### src/hdl/ddrsr_regs.svh
`ifndef DDRSR_REGS_SVH
`define DDRSR_REGS_SVH

// ==========================================================
// Clock
`define DDRSR_TCK_NS        10

// ==========================================================
// Times in ns
`define DDRSR_TRP_NS        15
`define DDRSR_TRFC_NS       110
`define DDRSR_TREFI_NS      7800
`define DDRSR_TXS_NS        120
`define DDRSR_TCKE_NS       8
`define DDRSR_TCKSRE_NS     10
`define DDRSR_TCKSRX_NS     10

// ==========================================================
// Times in clock cycles
`define DDRSR_TXSDLL_CK     512
`define DDRSR_ODTOFF_CK     6

// ==========================================================
// Conversions: least rounds up, longest rounds down
`define DDRSR_CYC_MIN(ns) \
	((((ns) + `DDRSR_TCK_NS - 1) / `DDRSR_TCK_NS) < 1 ? 1 : \
	 (((ns) + `DDRSR_TCK_NS - 1) / `DDRSR_TCK_NS))
`define DDRSR_CYC_MAX(ns) \
	(((ns) / `DDRSR_TCK_NS) < 1 ? 1 : ((ns) / `DDRSR_TCK_NS))

// ==========================================================
// Refresh credit limits
`define DDRSR_MAX_POSTPONE  8
`define DDRSR_MAX_PULLIN    8

// ==========================================================
// Widths and bit positions
`define DDRSR_ROW_W         16
`define DDRSR_ADDR_W        14
`define DDRSR_BA_W          3
`define DDRSR_A10_BIT       10

`endif

### src/hdl/ddrsr_pkg.sv
package ddrsr_pkg;

	// ==========================================================
	// Command encoding {cs_n, ras_n, cas_n, we_n}
	typedef enum logic [3:0] {
		DDRSR_CMD_REF  = 4'h1,
		DDRSR_CMD_PREA = 4'h2,
		DDRSR_CMD_ACT  = 4'h3,
		DDRSR_CMD_NOP  = 4'h7,
		DDRSR_CMD_DES  = 4'hF
	} ddrsr_cmd_t;

	// ==========================================================
	// Memory device states
	typedef enum logic [1:0] {
		DDRSR_D_IDLE = 2'h0,
		DDRSR_D_REF  = 2'h1,
		DDRSR_D_SR   = 2'h3,
		DDRSR_D_XS   = 2'h2
	} ddrsr_dstate_t;

	// ==========================================================
	// Controller states
	typedef enum logic [3:0] {
		DDRSR_C_IDLE  = 4'h0,
		DDRSR_C_PRE   = 4'h1,
		DDRSR_C_TRP   = 4'h3,
		DDRSR_C_REF   = 4'h2,
		DDRSR_C_ODT   = 4'h6,
		DDRSR_C_SRE   = 4'h7,
		DDRSR_C_SR    = 4'h5,
		DDRSR_C_CKRX  = 4'h4,
		DDRSR_C_XS    = 4'hC,
		DDRSR_C_XSDLL = 4'hD
	} ddrsr_cstate_t;

endpackage : ddrsr_pkg

### src/hdl/ddrsr_if.sv
`timescale 1ns/100ps
`include "ddrsr_regs.svh"

interface ddrsr_if;
	logic                      reset_n;
	logic                      cs_n;
	logic                      ras_n;
	logic                      cas_n;
	logic                      we_n;
	logic                      cke;
	logic                      odt;
	logic                      ck_stop;
	logic [`DDRSR_ADDR_W-1:0]  addr;
	logic [`DDRSR_BA_W-1:0]    ba;

	modport ctrl (
		output reset_n, cs_n, ras_n, cas_n, we_n, cke, odt, ck_stop,
		output addr, ba
	);

	modport dram (
		input reset_n, cs_n, ras_n, cas_n, we_n, cke, odt, ck_stop,
		input addr, ba
	);
endinterface : ddrsr_if

### src/hdl/ddrsr_ctrl.sv
`timescale 1ns/100ps
`include "ddrsr_regs.svh"


module ddrsr_ctrl #(
	parameter int TW       = 10,
	parameter int T_RP     = `DDRSR_CYC_MIN(`DDRSR_TRP_NS),
	parameter int T_RFC    = `DDRSR_CYC_MIN(`DDRSR_TRFC_NS),
	parameter int T_REFI   = `DDRSR_CYC_MAX(`DDRSR_TREFI_NS),
	parameter int T_XS     = `DDRSR_CYC_MIN(`DDRSR_TXS_NS),
	parameter int T_CKE    = `DDRSR_CYC_MIN(`DDRSR_TCKE_NS),
	parameter int T_CKSRE  = `DDRSR_CYC_MIN(`DDRSR_TCKSRE_NS),
	parameter int T_CKSRX  = `DDRSR_CYC_MIN(`DDRSR_TCKSRX_NS),
	parameter int T_XSDLL  = `DDRSR_TXSDLL_CK,
	parameter int T_ODTOFF = `DDRSR_ODTOFF_CK
) (
	// Clock and reset
	input  wire logic                      clk,
	input  wire logic                      rst,
	// Memory bus
	ddrsr_if.ctrl                          mem,
	// User requests
	input  wire logic                      sr_req,
	input  wire logic                      defer,
	input  wire logic                      pull_in,
	input  wire logic                      banks_open,
	input  wire logic                      odt_req,
	// User status
	output logic                           busy_r,
	output logic                           in_sr_r,
	output logic                           dll_ready_r,
	output logic signed [4:0]              credit_r
);
	import ddrsr_pkg::*;

	// ==========================================================
	// Parameter check
	localparam int T_SRMIN = (T_CKSRE > T_CKE) ? T_CKSRE : T_CKE;
	generate
		if (T_REFI >= (1 << TW) || T_XSDLL >= (1 << TW) ||
		    T_RFC >= (1 << TW) || T_XS >= T_XSDLL ||
		    T_ODTOFF < 1 || T_RP < 1) begin : g_bad
			$error("ddrsr_ctrl: timing parameters not servable");
		end
	endgenerate

	localparam logic [TW-1:0] C_RP     = TW'(T_RP - 1);
	localparam logic [TW-1:0] C_RFC    = TW'(T_RFC - 1);
	localparam logic [TW-1:0] C_REFI   = TW'(T_REFI - 1);
	localparam logic [TW-1:0] C_XS     = TW'(T_XS - 1);
	localparam logic [TW-1:0] C_XSDLL  = TW'(T_XSDLL - T_XS - 1);
	localparam logic [TW-1:0] C_SRMIN  = TW'(T_SRMIN - 1);
	localparam logic [TW-1:0] C_CKSRX  = TW'(T_CKSRX - 1);
	localparam logic [TW-1:0] C_ODTOFF = TW'(T_ODTOFF - 1);
	localparam logic signed [4:0] CR_MAX = 5'(`DDRSR_MAX_POSTPONE);
	localparam logic signed [4:0] CR_MIN = -5'(`DDRSR_MAX_PULLIN);

	ddrsr_cstate_t          st_r;
	ddrsr_cstate_t          st_nxt;
	logic [TW-1:0]          tmr_r;
	logic [TW-1:0]          tmr_nxt;
	logic [TW-1:0]          refi_r;
	logic                   dirty_r;
	logic                   pull_r;
	logic                   post_ref_ok_r;
	ddrsr_cmd_t             cmd_r;
	ddrsr_cmd_t             cmd_nxt;
	logic                   cke_r;
	logic                   odt_r;
	logic                   ck_stop_r;
	logic                   rst_n_r;

	// ==========================================================
	// Decode
	wire        tmr_done  = (tmr_r == '0);
	wire        in_idle   = (st_r == DDRSR_C_IDLE);
	wire        self_ref  = (st_r == DDRSR_C_SRE) || (st_r == DDRSR_C_SR) ||
	                        (st_r == DDRSR_C_CKRX);
	wire        refi_tick = (refi_r == '0) && !self_ref;
	wire        must_ref  = (credit_r >= CR_MAX);
	wire        want_ref  = must_ref || (credit_r > 0 && !defer) ||
	                        pull_r || !post_ref_ok_r;
	wire        go_pre    = in_idle && dirty_r;
	wire        go_ref    = in_idle && !dirty_r && want_ref;
	wire        go_sr     = in_idle && !dirty_r && !want_ref && sr_req &&
	                        (credit_r <= 0) && post_ref_ok_r;
	wire        issue_ref = go_ref;
	wire        credit_dn = issue_ref && (credit_r > CR_MIN);

	// ==========================================================
	// Next state, timer and command
	always_comb begin
		st_nxt  = st_r;
		tmr_nxt = tmr_done ? tmr_r : tmr_r - 1'b1;
		cmd_nxt = DDRSR_CMD_NOP;
		case (st_r)
			DDRSR_C_IDLE: begin
				if (go_pre) begin
					st_nxt  = DDRSR_C_PRE;
					cmd_nxt = DDRSR_CMD_PREA;
				end else if (go_ref) begin
					st_nxt  = DDRSR_C_REF;
					tmr_nxt = C_RFC;
					cmd_nxt = DDRSR_CMD_REF;
				end else if (go_sr) begin
					st_nxt  = DDRSR_C_ODT;
					tmr_nxt = C_ODTOFF;
				end
			end
			DDRSR_C_PRE: begin
				st_nxt  = DDRSR_C_TRP;
				tmr_nxt = C_RP;
			end
			DDRSR_C_TRP: begin
				if (tmr_done)
					st_nxt = DDRSR_C_IDLE;
			end
			DDRSR_C_REF: begin
				if (tmr_done)
					st_nxt = DDRSR_C_IDLE;
			end
			DDRSR_C_ODT: begin
				if (tmr_done) begin
					st_nxt  = DDRSR_C_SRE;
					tmr_nxt = C_SRMIN;
					cmd_nxt = DDRSR_CMD_REF;
				end
			end
			DDRSR_C_SRE: begin
				cmd_nxt = DDRSR_CMD_DES;
				if (tmr_done)
					st_nxt = DDRSR_C_SR;
			end
			DDRSR_C_SR: begin
				cmd_nxt = DDRSR_CMD_DES;
				if (!sr_req) begin
					st_nxt  = DDRSR_C_CKRX;
					tmr_nxt = C_CKSRX;
				end
			end
			DDRSR_C_CKRX: begin
				cmd_nxt = DDRSR_CMD_DES;
				if (tmr_done) begin
					st_nxt  = DDRSR_C_XS;
					tmr_nxt = C_XS;
					cmd_nxt = DDRSR_CMD_NOP;
				end
			end
			DDRSR_C_XS: begin
				if (tmr_done) begin
					st_nxt  = DDRSR_C_XSDLL;
					tmr_nxt = C_XSDLL;
				end
			end
			DDRSR_C_XSDLL: begin
				if (tmr_done)
					st_nxt = DDRSR_C_IDLE;
			end
			default: st_nxt = DDRSR_C_IDLE;
		endcase
	end

	// ==========================================================
	// State, timer and pins
	always_ff @(posedge clk or posedge rst) begin
		if (rst) begin
			st_r      <= DDRSR_C_IDLE;
			tmr_r     <= '0;
			cmd_r     <= DDRSR_CMD_DES;
			cke_r     <= 1'b0;
			odt_r     <= 1'b0;
			ck_stop_r <= 1'b0;
			rst_n_r   <= 1'b0;
		end else begin
			st_r      <= st_nxt;
			tmr_r     <= tmr_nxt;
			cmd_r     <= cmd_nxt;
			rst_n_r   <= 1'b1;
			// Low from entry through restart
			cke_r     <= !(st_nxt == DDRSR_C_SRE ||
			               st_nxt == DDRSR_C_SR ||
			               st_nxt == DDRSR_C_CKRX);
			odt_r     <= odt_req && (st_nxt == DDRSR_C_IDLE ||
			             st_nxt == DDRSR_C_PRE ||
			             st_nxt == DDRSR_C_TRP ||
			             st_nxt == DDRSR_C_REF);
			ck_stop_r <= (st_nxt == DDRSR_C_SR);
		end
	end

	// ==========================================================
	// Refresh interval and credit
	always_ff @(posedge clk or posedge rst) begin
		if (rst) begin
			refi_r        <= C_REFI;
			credit_r      <= '0;
			pull_r        <= 1'b0;
			dirty_r       <= 1'b1;
			post_ref_ok_r <= 1'b1;
		end else begin
			if (refi_tick)
				refi_r <= C_REFI;
			else if (!self_ref)
				refi_r <= refi_r - 1'b1;
			// Tick and refresh in one cycle cancel
			if (refi_tick && !credit_dn && credit_r < CR_MAX)
				credit_r <= credit_r + 5'sd1;
			else if (credit_dn && !refi_tick)
				credit_r <= credit_r - 5'sd1;
			if (pull_in)
				pull_r <= 1'b1;
			else if (issue_ref)
				pull_r <= 1'b0;
			if (banks_open)
				dirty_r <= 1'b1;
			else if (st_r == DDRSR_C_TRP && tmr_done)
				dirty_r <= 1'b0;
			if (st_r == DDRSR_C_CKRX && tmr_done)
				post_ref_ok_r <= 1'b0;
			else if (issue_ref)
				post_ref_ok_r <= 1'b1;
		end
	end

	// ==========================================================
	// User status
	always_ff @(posedge clk or posedge rst) begin
		if (rst) begin
			busy_r      <= 1'b1;
			in_sr_r     <= 1'b0;
			dll_ready_r <= 1'b0;
		end else begin
			busy_r      <= (st_nxt != DDRSR_C_IDLE);
			in_sr_r     <= (st_nxt == DDRSR_C_SR);
			if (st_nxt == DDRSR_C_XSDLL && st_r == DDRSR_C_XS)
				dll_ready_r <= 1'b0;
			else if (st_nxt == DDRSR_C_IDLE)
				dll_ready_r <= 1'b1;
			else if (st_nxt == DDRSR_C_ODT)
				dll_ready_r <= 1'b0;
		end
	end

	// ==========================================================
	// Pin drive
	assign mem.reset_n = rst_n_r;
	assign mem.cs_n    = cmd_r[3];
	assign mem.ras_n   = cmd_r[2];
	assign mem.cas_n   = cmd_r[1];
	assign mem.we_n    = cmd_r[0];
	assign mem.cke     = cke_r;
	assign mem.odt     = odt_r;
	assign mem.ck_stop = ck_stop_r;
	// Precharge-all needs A10 high; address is otherwise unused
	assign mem.addr    = `DDRSR_ADDR_W'(1 << `DDRSR_A10_BIT);
	assign mem.ba      = '0;

endmodule : ddrsr_ctrl

### src/flat_wrapper.sv
// flat-port wrapper written by rule: the top's interface ports become plain ports
module ddrsr_ctrl_flat import ddrsr_pkg::*;
#(
	parameter int TW       = 10,
	parameter int T_RP     = `DDRSR_CYC_MIN(`DDRSR_TRP_NS),
	parameter int T_RFC    = `DDRSR_CYC_MIN(`DDRSR_TRFC_NS),
	parameter int T_REFI   = `DDRSR_CYC_MAX(`DDRSR_TREFI_NS),
	parameter int T_XS     = `DDRSR_CYC_MIN(`DDRSR_TXS_NS),
	parameter int T_CKE    = `DDRSR_CYC_MIN(`DDRSR_TCKE_NS),
	parameter int T_CKSRE  = `DDRSR_CYC_MIN(`DDRSR_TCKSRE_NS),
	parameter int T_CKSRX  = `DDRSR_CYC_MIN(`DDRSR_TCKSRX_NS),
	parameter int T_XSDLL  = `DDRSR_TXSDLL_CK,
	parameter int T_ODTOFF = `DDRSR_ODTOFF_CK
)
  (clk, rst, sr_req, defer, pull_in, banks_open, odt_req, busy_r, in_sr_r, dll_ready_r, credit_r, mem_reset_n, mem_cs_n, mem_ras_n, mem_cas_n, mem_we_n, mem_cke, mem_odt, mem_ck_stop, mem_addr, mem_ba);
  ddrsr_if mem_i ();
  input  wire logic clk;
  input  wire logic rst;
  input  wire logic sr_req;
  input  wire logic defer;
  input  wire logic pull_in;
  input  wire logic banks_open;
  input  wire logic odt_req;
  output logic busy_r;
  output logic in_sr_r;
  output logic dll_ready_r;
  output logic signed [4:0] credit_r;
  output wire logic [$bits(mem_i.reset_n)-1:0] mem_reset_n;
  output wire logic [$bits(mem_i.cs_n)-1:0] mem_cs_n;
  output wire logic [$bits(mem_i.ras_n)-1:0] mem_ras_n;
  output wire logic [$bits(mem_i.cas_n)-1:0] mem_cas_n;
  output wire logic [$bits(mem_i.we_n)-1:0] mem_we_n;
  output wire logic [$bits(mem_i.cke)-1:0] mem_cke;
  output wire logic [$bits(mem_i.odt)-1:0] mem_odt;
  output wire logic [$bits(mem_i.ck_stop)-1:0] mem_ck_stop;
  output wire logic [$bits(mem_i.addr)-1:0] mem_addr;
  output wire logic [$bits(mem_i.ba)-1:0] mem_ba;
  assign mem_reset_n = mem_i.reset_n;
  assign mem_cs_n = mem_i.cs_n;
  assign mem_ras_n = mem_i.ras_n;
  assign mem_cas_n = mem_i.cas_n;
  assign mem_we_n = mem_i.we_n;
  assign mem_cke = mem_i.cke;
  assign mem_odt = mem_i.odt;
  assign mem_ck_stop = mem_i.ck_stop;
  assign mem_addr = mem_i.addr;
  assign mem_ba = mem_i.ba;
  ddrsr_ctrl #(.TW(TW), .T_RP(T_RP), .T_RFC(T_RFC), .T_REFI(T_REFI), .T_XS(T_XS), .T_CKE(T_CKE), .T_CKSRE(T_CKSRE), .T_CKSRX(T_CKSRX), .T_XSDLL(T_XSDLL), .T_ODTOFF(T_ODTOFF)) u_core (.clk(clk), .rst(rst), .mem(mem_i), .sr_req(sr_req), .defer(defer), .pull_in(pull_in), .banks_open(banks_open), .odt_req(odt_req), .busy_r(busy_r), .in_sr_r(in_sr_r), .dll_ready_r(dll_ready_r), .credit_r(credit_r));
endmodule
### config.mk
export PLATFORM = sky130hd
export DESIGN_NAME = ddrsr_ctrl_flat
export DESIGN_NICKNAME = d
export VERILOG_FILES = /design/src/hdl/ddrsr_pkg.sv /design/src/hdl/ddrsr_if.sv /design/src/hdl/ddrsr_ctrl.sv /design/src/flat_wrapper.sv
export VERILOG_INCLUDE_DIRS = /design/src /design/src/hdl
export SDC_FILE = /design/constraint.sdc
export NUM_CORES = 1
export LEC_CHECK = 0
export CORE_ASPECT_RATIO = 1.75
export CORE_MARGIN = 5
export CORE_UTILIZATION = 30
export DETAILED_ROUTE_END_ITERATION = 6
export DONT_BUFFER_PORTS = 1
export SYNTH_ARGS = -nofsm -noshare
export SYNTH_HDL_FRONTEND = slang
export SYNTH_SLANG_ARGS = --single-unit
### constraint.sdc
create_clock -name clk -period 2.9 [get_ports clk]
set_clock_uncertainty 0.15 [all_clocks]
set_input_delay 0.58 -clock clk [delete_from_list [all_inputs] [get_ports clk]]
set_output_delay 0.58 -clock clk [all_outputs]
set_load 0.005 [all_outputs]
==> results of run 1 <==
==> metal layers <==
layer  part of all wire (%)  wire length, um  vias up  track usage, %
li1                       -                -      960               -
met3                    4.1              260       12            2.74
met4                    2.9              182        0            6.12
met5                      0                0        -               0
met1                     34             2110      943            12.1
met2                     59             3740       36            25.1
==> registers in the layout (all words and copies together), names as in the netlist, 4 cells and up <==
signal and count:
u_core.cmd_r 4, u_core.credit_r 5, u_core.refi_r 10, u_core.st_r 4, u_core.tmr_r 10
==> kinds of logic (layout without fill, tap and decap cells) <==
kind of cell             count (synthesis)  count (layout)  share of synthesized area (%)
AO/OA/AOI/OAI                           63              63                           17.2
XOR/XNOR                                14              14                           4.81
adder cells (fa/ha/maj)                  8               8                           4.22
buffers and inverters                   40              51                           8.54
flip-flops                              42              42                           41.8
multiplexers                             7               7                           3.39
other                                    2              18                          0.295
AND/OR/NAND/NOR                         94              94                           19.8
==> cells in the final DEF (no fill, tap or decap), drive strengths merged, types with 3 or more instances in the layout <==
master,n
o211ai,4
ha,7
clkbuf,6
a211oi,4
nor2,27
mux2i,3
a21o,6
nand2b,9
dfstp,12
xor2,6
a21oi,19
or3,4
nor3,5
conb,18
nand3,5
and2,3
o21ai,12
mux2,3
clkinv,4
nor2b,6
nor4,6
buf,27
a31oi,4
inv,14
nand2,18
and3,3
xnor2,8
dfrtp,30
==> Yosys cell counts (all sizes together) (5+ instances only) <==
cell / instances
inv: 15
nor4: 6
a21o: 6
nand2b: 9
buf: 18
dfstp: 12
nand3: 5
dfrtp: 30
xnor2: 8
o21ai: 12
a21oi: 19
nor2b: 6
clkbuf: 6
nor2: 27
xor2: 6
nor3: 5
nand2: 18
ha: 7
==> area by class of cell <==
| cell class | count | area, um2 | area share [%] |
|---|---|---|---|
| Sequential cell | 42 | 1070 | 35.2 |
| Tap cell | 115 | 144 | 4.75 |
| Timing Repair Buffer | 27 | 203 | 6.69 |
| Inverter | 16 | 60.1 | 1.98 |
| Clock buffer | 6 | 129 | 4.25 |
| Multi-Input combinational cell | 204 | 1410 | 46.7 |
| Clock inverter | 2 | 13.8 | 0.454 |
==> stage by stage <==
stage / TNS [ps] / area [um2] / worst slack [ps]
floorplan: 0 / 2640 / 2.81
global placement: 0 / 2810 / 97.5
detailed placement: 0 / 2810 / 42.3
CTS: 0 / 2950 / 9.43
global route: -21.3 / 3030 / -21.3
finish: 0 / 3030 / 89.3
==> where the power goes <==
part / leakage, uW / switching, uW / internal (uW)
Sequential: 0.000482 / 152 / 753
Clock: 0.0000708 / 233 / 319
Combinational: 0.000739 / 405 / 327
==> worst max-delay path by stage <==
| stage | from | endpoint | slack, ps | depth (start not counted) |
|---|---|---|---|---|
| 6_report | u_core.refi_r[1] | u_core.credit_r[4] | 90 | 12 |
| 3_5_place_dp | u_core.credit_r[2] | u_core.credit_r[4] | 40 | 10 |
| 4_1_cts | u_core.credit_r[2] | u_core.credit_r[4] | 9 | 10 |
| 3_3_place_gp | u_core.credit_r[2] | u_core.credit_r[4] | 100 | 10 |
| 5_1_grt | u_core.refi_r[1] | u_core.credit_r[4] | -20 | 12 |
| 2_1_floorplan | u_core.credit_r[0] | u_core.credit_r[4] | 3 | 10 |
==> what timing repair did <==
item	in CTS	in global routing
setup endpoints to repair	0	2
resized for setup	0	11
setup buffers	0	3
==> worst max-delay path, cell delays in order (launching register included) <==
cell and delay [ps]:
dfstp_2 390, inv_1 90, ha_4 150, inv_1 60, a2111oi_4 420, nand3b_4 140
a31oi_4 200, nand2_4 100, fa_2 360, a21o_1 170, a21oi_1 150, mux4_2 300
inv_1 60
==> results_dict.tcl, run 1 <==
set metrics [dict create \
    critPathMaxFanout 4 \
    wire_per_inst_um 15.3 \
    die_x_um 79.7 \
    netlist.top_cell.by_area "dfrtp_1" \
    ys_types 54 \
    drt_first_iter_violations 101 \
    cellLeakagePower_uw 0.00129 \
    ctsLongestPathBuffers 2 \
    grt_pass1_vias 2129 \
    drive_gt1_share_pct 22.9 \
    wl_mm 6.30 \
    numCtsBuffers 5 \
    routabilityCongestion 0.854 \
    power_uw 2190 \
    r2r-start "u_core.refi_r[1]" \
    area_delta_synth_final_pct 18.8 \
    drv_cap 0 \
    gr-total-overflow 0 \
    cts_sinks 42 \
    dp_cells 401 \
    synth_ff_type "dfrtp_1" \
    final_nets 311 \
    fin_crit_ps 2810 \
    fin_crit_sh_pct 96.9 \
    pwr_density_cell_mw_per_mm2 723 \
    core_mm2 0.00831 \
    dp_hpwl_mm 4.80 \
    portBuffers 0 \
    fp.dieArea_mm2 0.0105 \
    post_synth_main_area_contributors "dfrtp_1 29%, dfstp_2 12%, buf_4 5.3%" \
    htreeDepth 2 \
    vias_per_cell 4.74 \
    startpoint_type "register" \
    arrival_ps 2890 \
    netlist_area_mm2 0.00255 \
    synth_top_area_share_pct 29.4 \
    drt-pass1-iter-count 4 \
    clkSlewWorstSetupHoldPaths_ps 60 \
    holdWs_ps 159 \
    drc 0 \
    setup_viol 0 \
    initial_utilization_pct 30.7 \
    fmax_mhz 356 \
    synth.avg_cell_area_um2 9.44 \
    ant_nets 0 \
    yosys_register_bits 42 \
    status "finished, final reports clean" \
    io_pins 40 \
    clock_tree.root_cell "clkbuf_16" \
    ff2ff_setup_slack_ps 90 \
    grt_pass1_wl_mm 10.5 \
    grt_max_degree 43 \
    critical_path_class "register to register" \
    seq_area_frac_synth_pct 41.8 \
    diodes 0 \
    final_core_util_pct 36.4 \
    worstPathRequired_ps 2980 \
    final_max_slew_viol_count 0 \
    reg2reg_to "u_core.credit_r[4]" \
    layout.cells.non_filler 412 \
    synth_edf_count 0 \
    hold_viol 0 \
    critPathCaptureType "register" \
    cts_tree "yes" \
    vdd_ir_drop_max_mv 0.379 \
    antenna_found_initial 0 \
    vias 1951 \
    std_cell_rows 44 \
    hold_class "input pin to asynchronous set/reset pin" \
    slew_headroom_pct 63.7 \
    yosysWarnings 0 \
    synthesis.instances 270 \
    die_h_um 132 \
    reg2regPathDepth 12 \
    n_fill_cell 856 \
    track_usage_pct 12.9 \
    clock_latency_ps 290 \
    hold_buffers 0 \
    synthArstFlopShare_pct 100 \
    tightest_slew_ps 544 \
]
Power figures use the tool's default switching activity.
==> run 2: changes to the inputs <==
--- a/config.mk
+++ b/config.mk
@@ -11,6 +11,7 @@
 export CORE_UTILIZATION = 30
 export DETAILED_ROUTE_END_ITERATION = 6
 export DONT_BUFFER_PORTS = 1
+export SLEW_MARGIN = 20
 export SYNTH_ARGS = -nofsm -noshare
 export SYNTH_HDL_FRONTEND = slang
 export SYNTH_SLANG_ARGS = --single-unit
==> constraint.sdc (replaced) <==
create_clock -name clk -period 2.9 [get_ports clk]
set_clock_uncertainty 0.15 [all_clocks]
set_input_delay 0.29 -clock clk [delete_from_list [all_inputs] [get_ports clk]]
set_output_delay 0.29 -clock clk [all_outputs]
set_load 0.005 [all_outputs]
==> run 2 against run 1 <==
- maximum frequency rose by 1.4%
- clock power increased by 15%
- critical path depth down 2
- first-iteration DRC count down 35%
- design area down 0.17%
- cell count did not move
- routed wire length down 4.1%
- non-clock buffer count unchanged
- critical path type unchanged
- highest routed layer unchanged
==> results_dict.tcl, run 2 (same netlist as run 1, synthesis figures left out) <==
set metrics [dict create \
    power_uw 2250 \
    final_common_cell "dfrtp_1" \
    clock_tree.root_cell "clkbuf_16" \
    final_nets 311 \
    fin_ws_ps 128 \
    cts_tree "yes" \
    ant_nets 0 \
    use_met1_pct 12.5 \
    worstPathRequired_ps 2980 \
    cts_sinks 42 \
    ctsLongestPathBuffers 2 \
    fin_crit_ps 2770 \
    diodes 0 \
    die_h_um 132 \
    clock_latency_ps 290 \
    rsz0062_at_grt "yes" \
    initial_utilization_pct 30.7 \
    setup_viol 0 \
    fmax_mhz 361 \
    drt_first_iter_violations 66 \
    core_mm2 0.00831 \
    grtUsageMet2_pct 23.3 \
    track_usage_pct 12.5 \
    stdcell_area_mm2 0.00302 \
    arrival_ps 2850 \
    status "finished, final reports clean" \
    slew_headroom_pct 60.1 \
    critPathMaxFanout 4 \
    htreeDepth 2 \
    die_x_um 79.7 \
    antenna_found_initial 0 \
    vias_per_cell 4.84 \
    pre_cts_slack_ps 46.7 \
    grt_max_degree 30 \
    final_core_util_pct 36.4 \
    startpoint_type "register" \
    top_regs "u_core.refi_r: 10 flops, u_core.tmr_r: 10 flops, u_core.credit_r: 5 flops" \
    std_cell_rows 44 \
    drt-pass1-iter-count 4 \
    cellLeakagePower_uw 0.00130 \
    pwr_density_cell_mw_per_mm2 745 \
    fin_crit_sh_pct 95.6 \
    critical_path_class "register to register" \
    routabilityCongestion 0.843 \
    n_fill_cell 835 \
    gr-total-overflow 0 \
    area_delta_synth_final_pct 18.6 \
    io_pins 40 \
    wl_mm 6.04 \
    hold_class "input pin to register" \
    drive_gt1_share_pct 20.2 \
    fp.dieArea_mm2 0.0105 \
    grt_pass1_wl_mm 10.3 \
    mostFrequentLayoutCells "30 x dfrtp_1, 26 x nor2_1, 23 x buf_4" \
    clkSlewWorstSetupHoldPaths_ps 60 \
    busiest_layer "met2" \
    placed_area_mm2 0.00279 \
    portBuffers 0 \
    drc 0 \
    wire_per_inst_um 14.7 \
    grtUsageMet3_pct 2.39 \
    vdd_ir_drop_max_mv 0.431 \
    vias 1996 \
    tightest_slew_ps 598 \
    critPathCaptureType "register" \
    drv_cap 0 \
    grt_pass1_vias 2083 \
    hold_viol 0 \
    dp_hpwl_mm 4.75 \
    numCtsBuffers 5 \
    final_max_slew_viol_count 0 \
]
[run 2: cell types whose count changed in the layout (fill, tap and decap cells not counted), sizes merged]
cell / change
buf: -4
dlygate4sd3: +4
clkinv: -3
clkinvlp: +1
bufinv: +1
inv: +1
[run 2: layout make-up]
type | instances | area (um2) | share of cell area (%)
clock buffer | 6 | 129 | 4.26
clock inverter | 2 | 37.5 | 1.24
inverter | 16 | 60.1 | 1.99
multi-input combinational | 204 | 1380 | 45.5
sequential | 42 | 1070 | 35.3
tap | 115 | 144 | 4.76
timing repair buffer | 27 | 213 | 7.03
[run 2: what timing repair did]
| item | in CTS | in global routing |
|---|---|---|
| setup endpoints to repair | 0 | 2 |
| hold buffers | 4 | 0 |
| gates resized for setup | 0 | 4 |
| setup buffers | 0 | 1 |
| endpoints found under the hold margin | 23 | 0 |
[run 2: power by group]
part	leakage (uW)	total [uW]	internal [uW]	switching (uW)
Combinational	0.000741	717	326	391
Clock	0.0000771	637	406	231
Sequential	0.000482	900	753	147
[run 2: critical path, cell delays in order (launching register included)]
cell and delay, ps:
dfrtp_1 410, nand2b_2 220, a2111oi_4 450, nand3b_4 130
a31oi_4 200, nand2_2 120, fa_2 360, a21o_1 160
a21oi_1 150, mux4_2 300, inv_1 60
[run 2: worst paths after layout]
path	slack [ps]	endpoint	depth (start not counted)	startpoint
max reg2reg	130	u_core.credit_r[4]	10	u_core.st_r[0]
min	220	u_core.tmr_r[1]	4	sr_req
max	130	u_core.credit_r[4]	10	u_core.st_r[0]
min in group asynchronous	380	u_core.refi_r[7]	2	rst
min reg2reg	330	u_core.pull_r	1	u_core.pull_r
max in group asynchronous	1520	u_core.cmd_r[2]	3	rst
[run 2: per-stage QoR]
step	hold slack [ps]	setup TNS, ps	std cells
after global placement	191	0	399
after detailed placement	195	0	399
after global routing	310	-14.9	412
final	223	0	412
after floorplan	232	0	286
after CTS	218	0	411
[run 2: layer usage]
layer / up-vias / part of all wire [%] / wire length (um)
met5: - / 0 / 0
met1: 960 / 35 / 2090
met4: 0 / 3.8 / 231
met2: 55 / 57 / 3430
met3: 18 / 4.7 / 286
li1: 963 / - / -
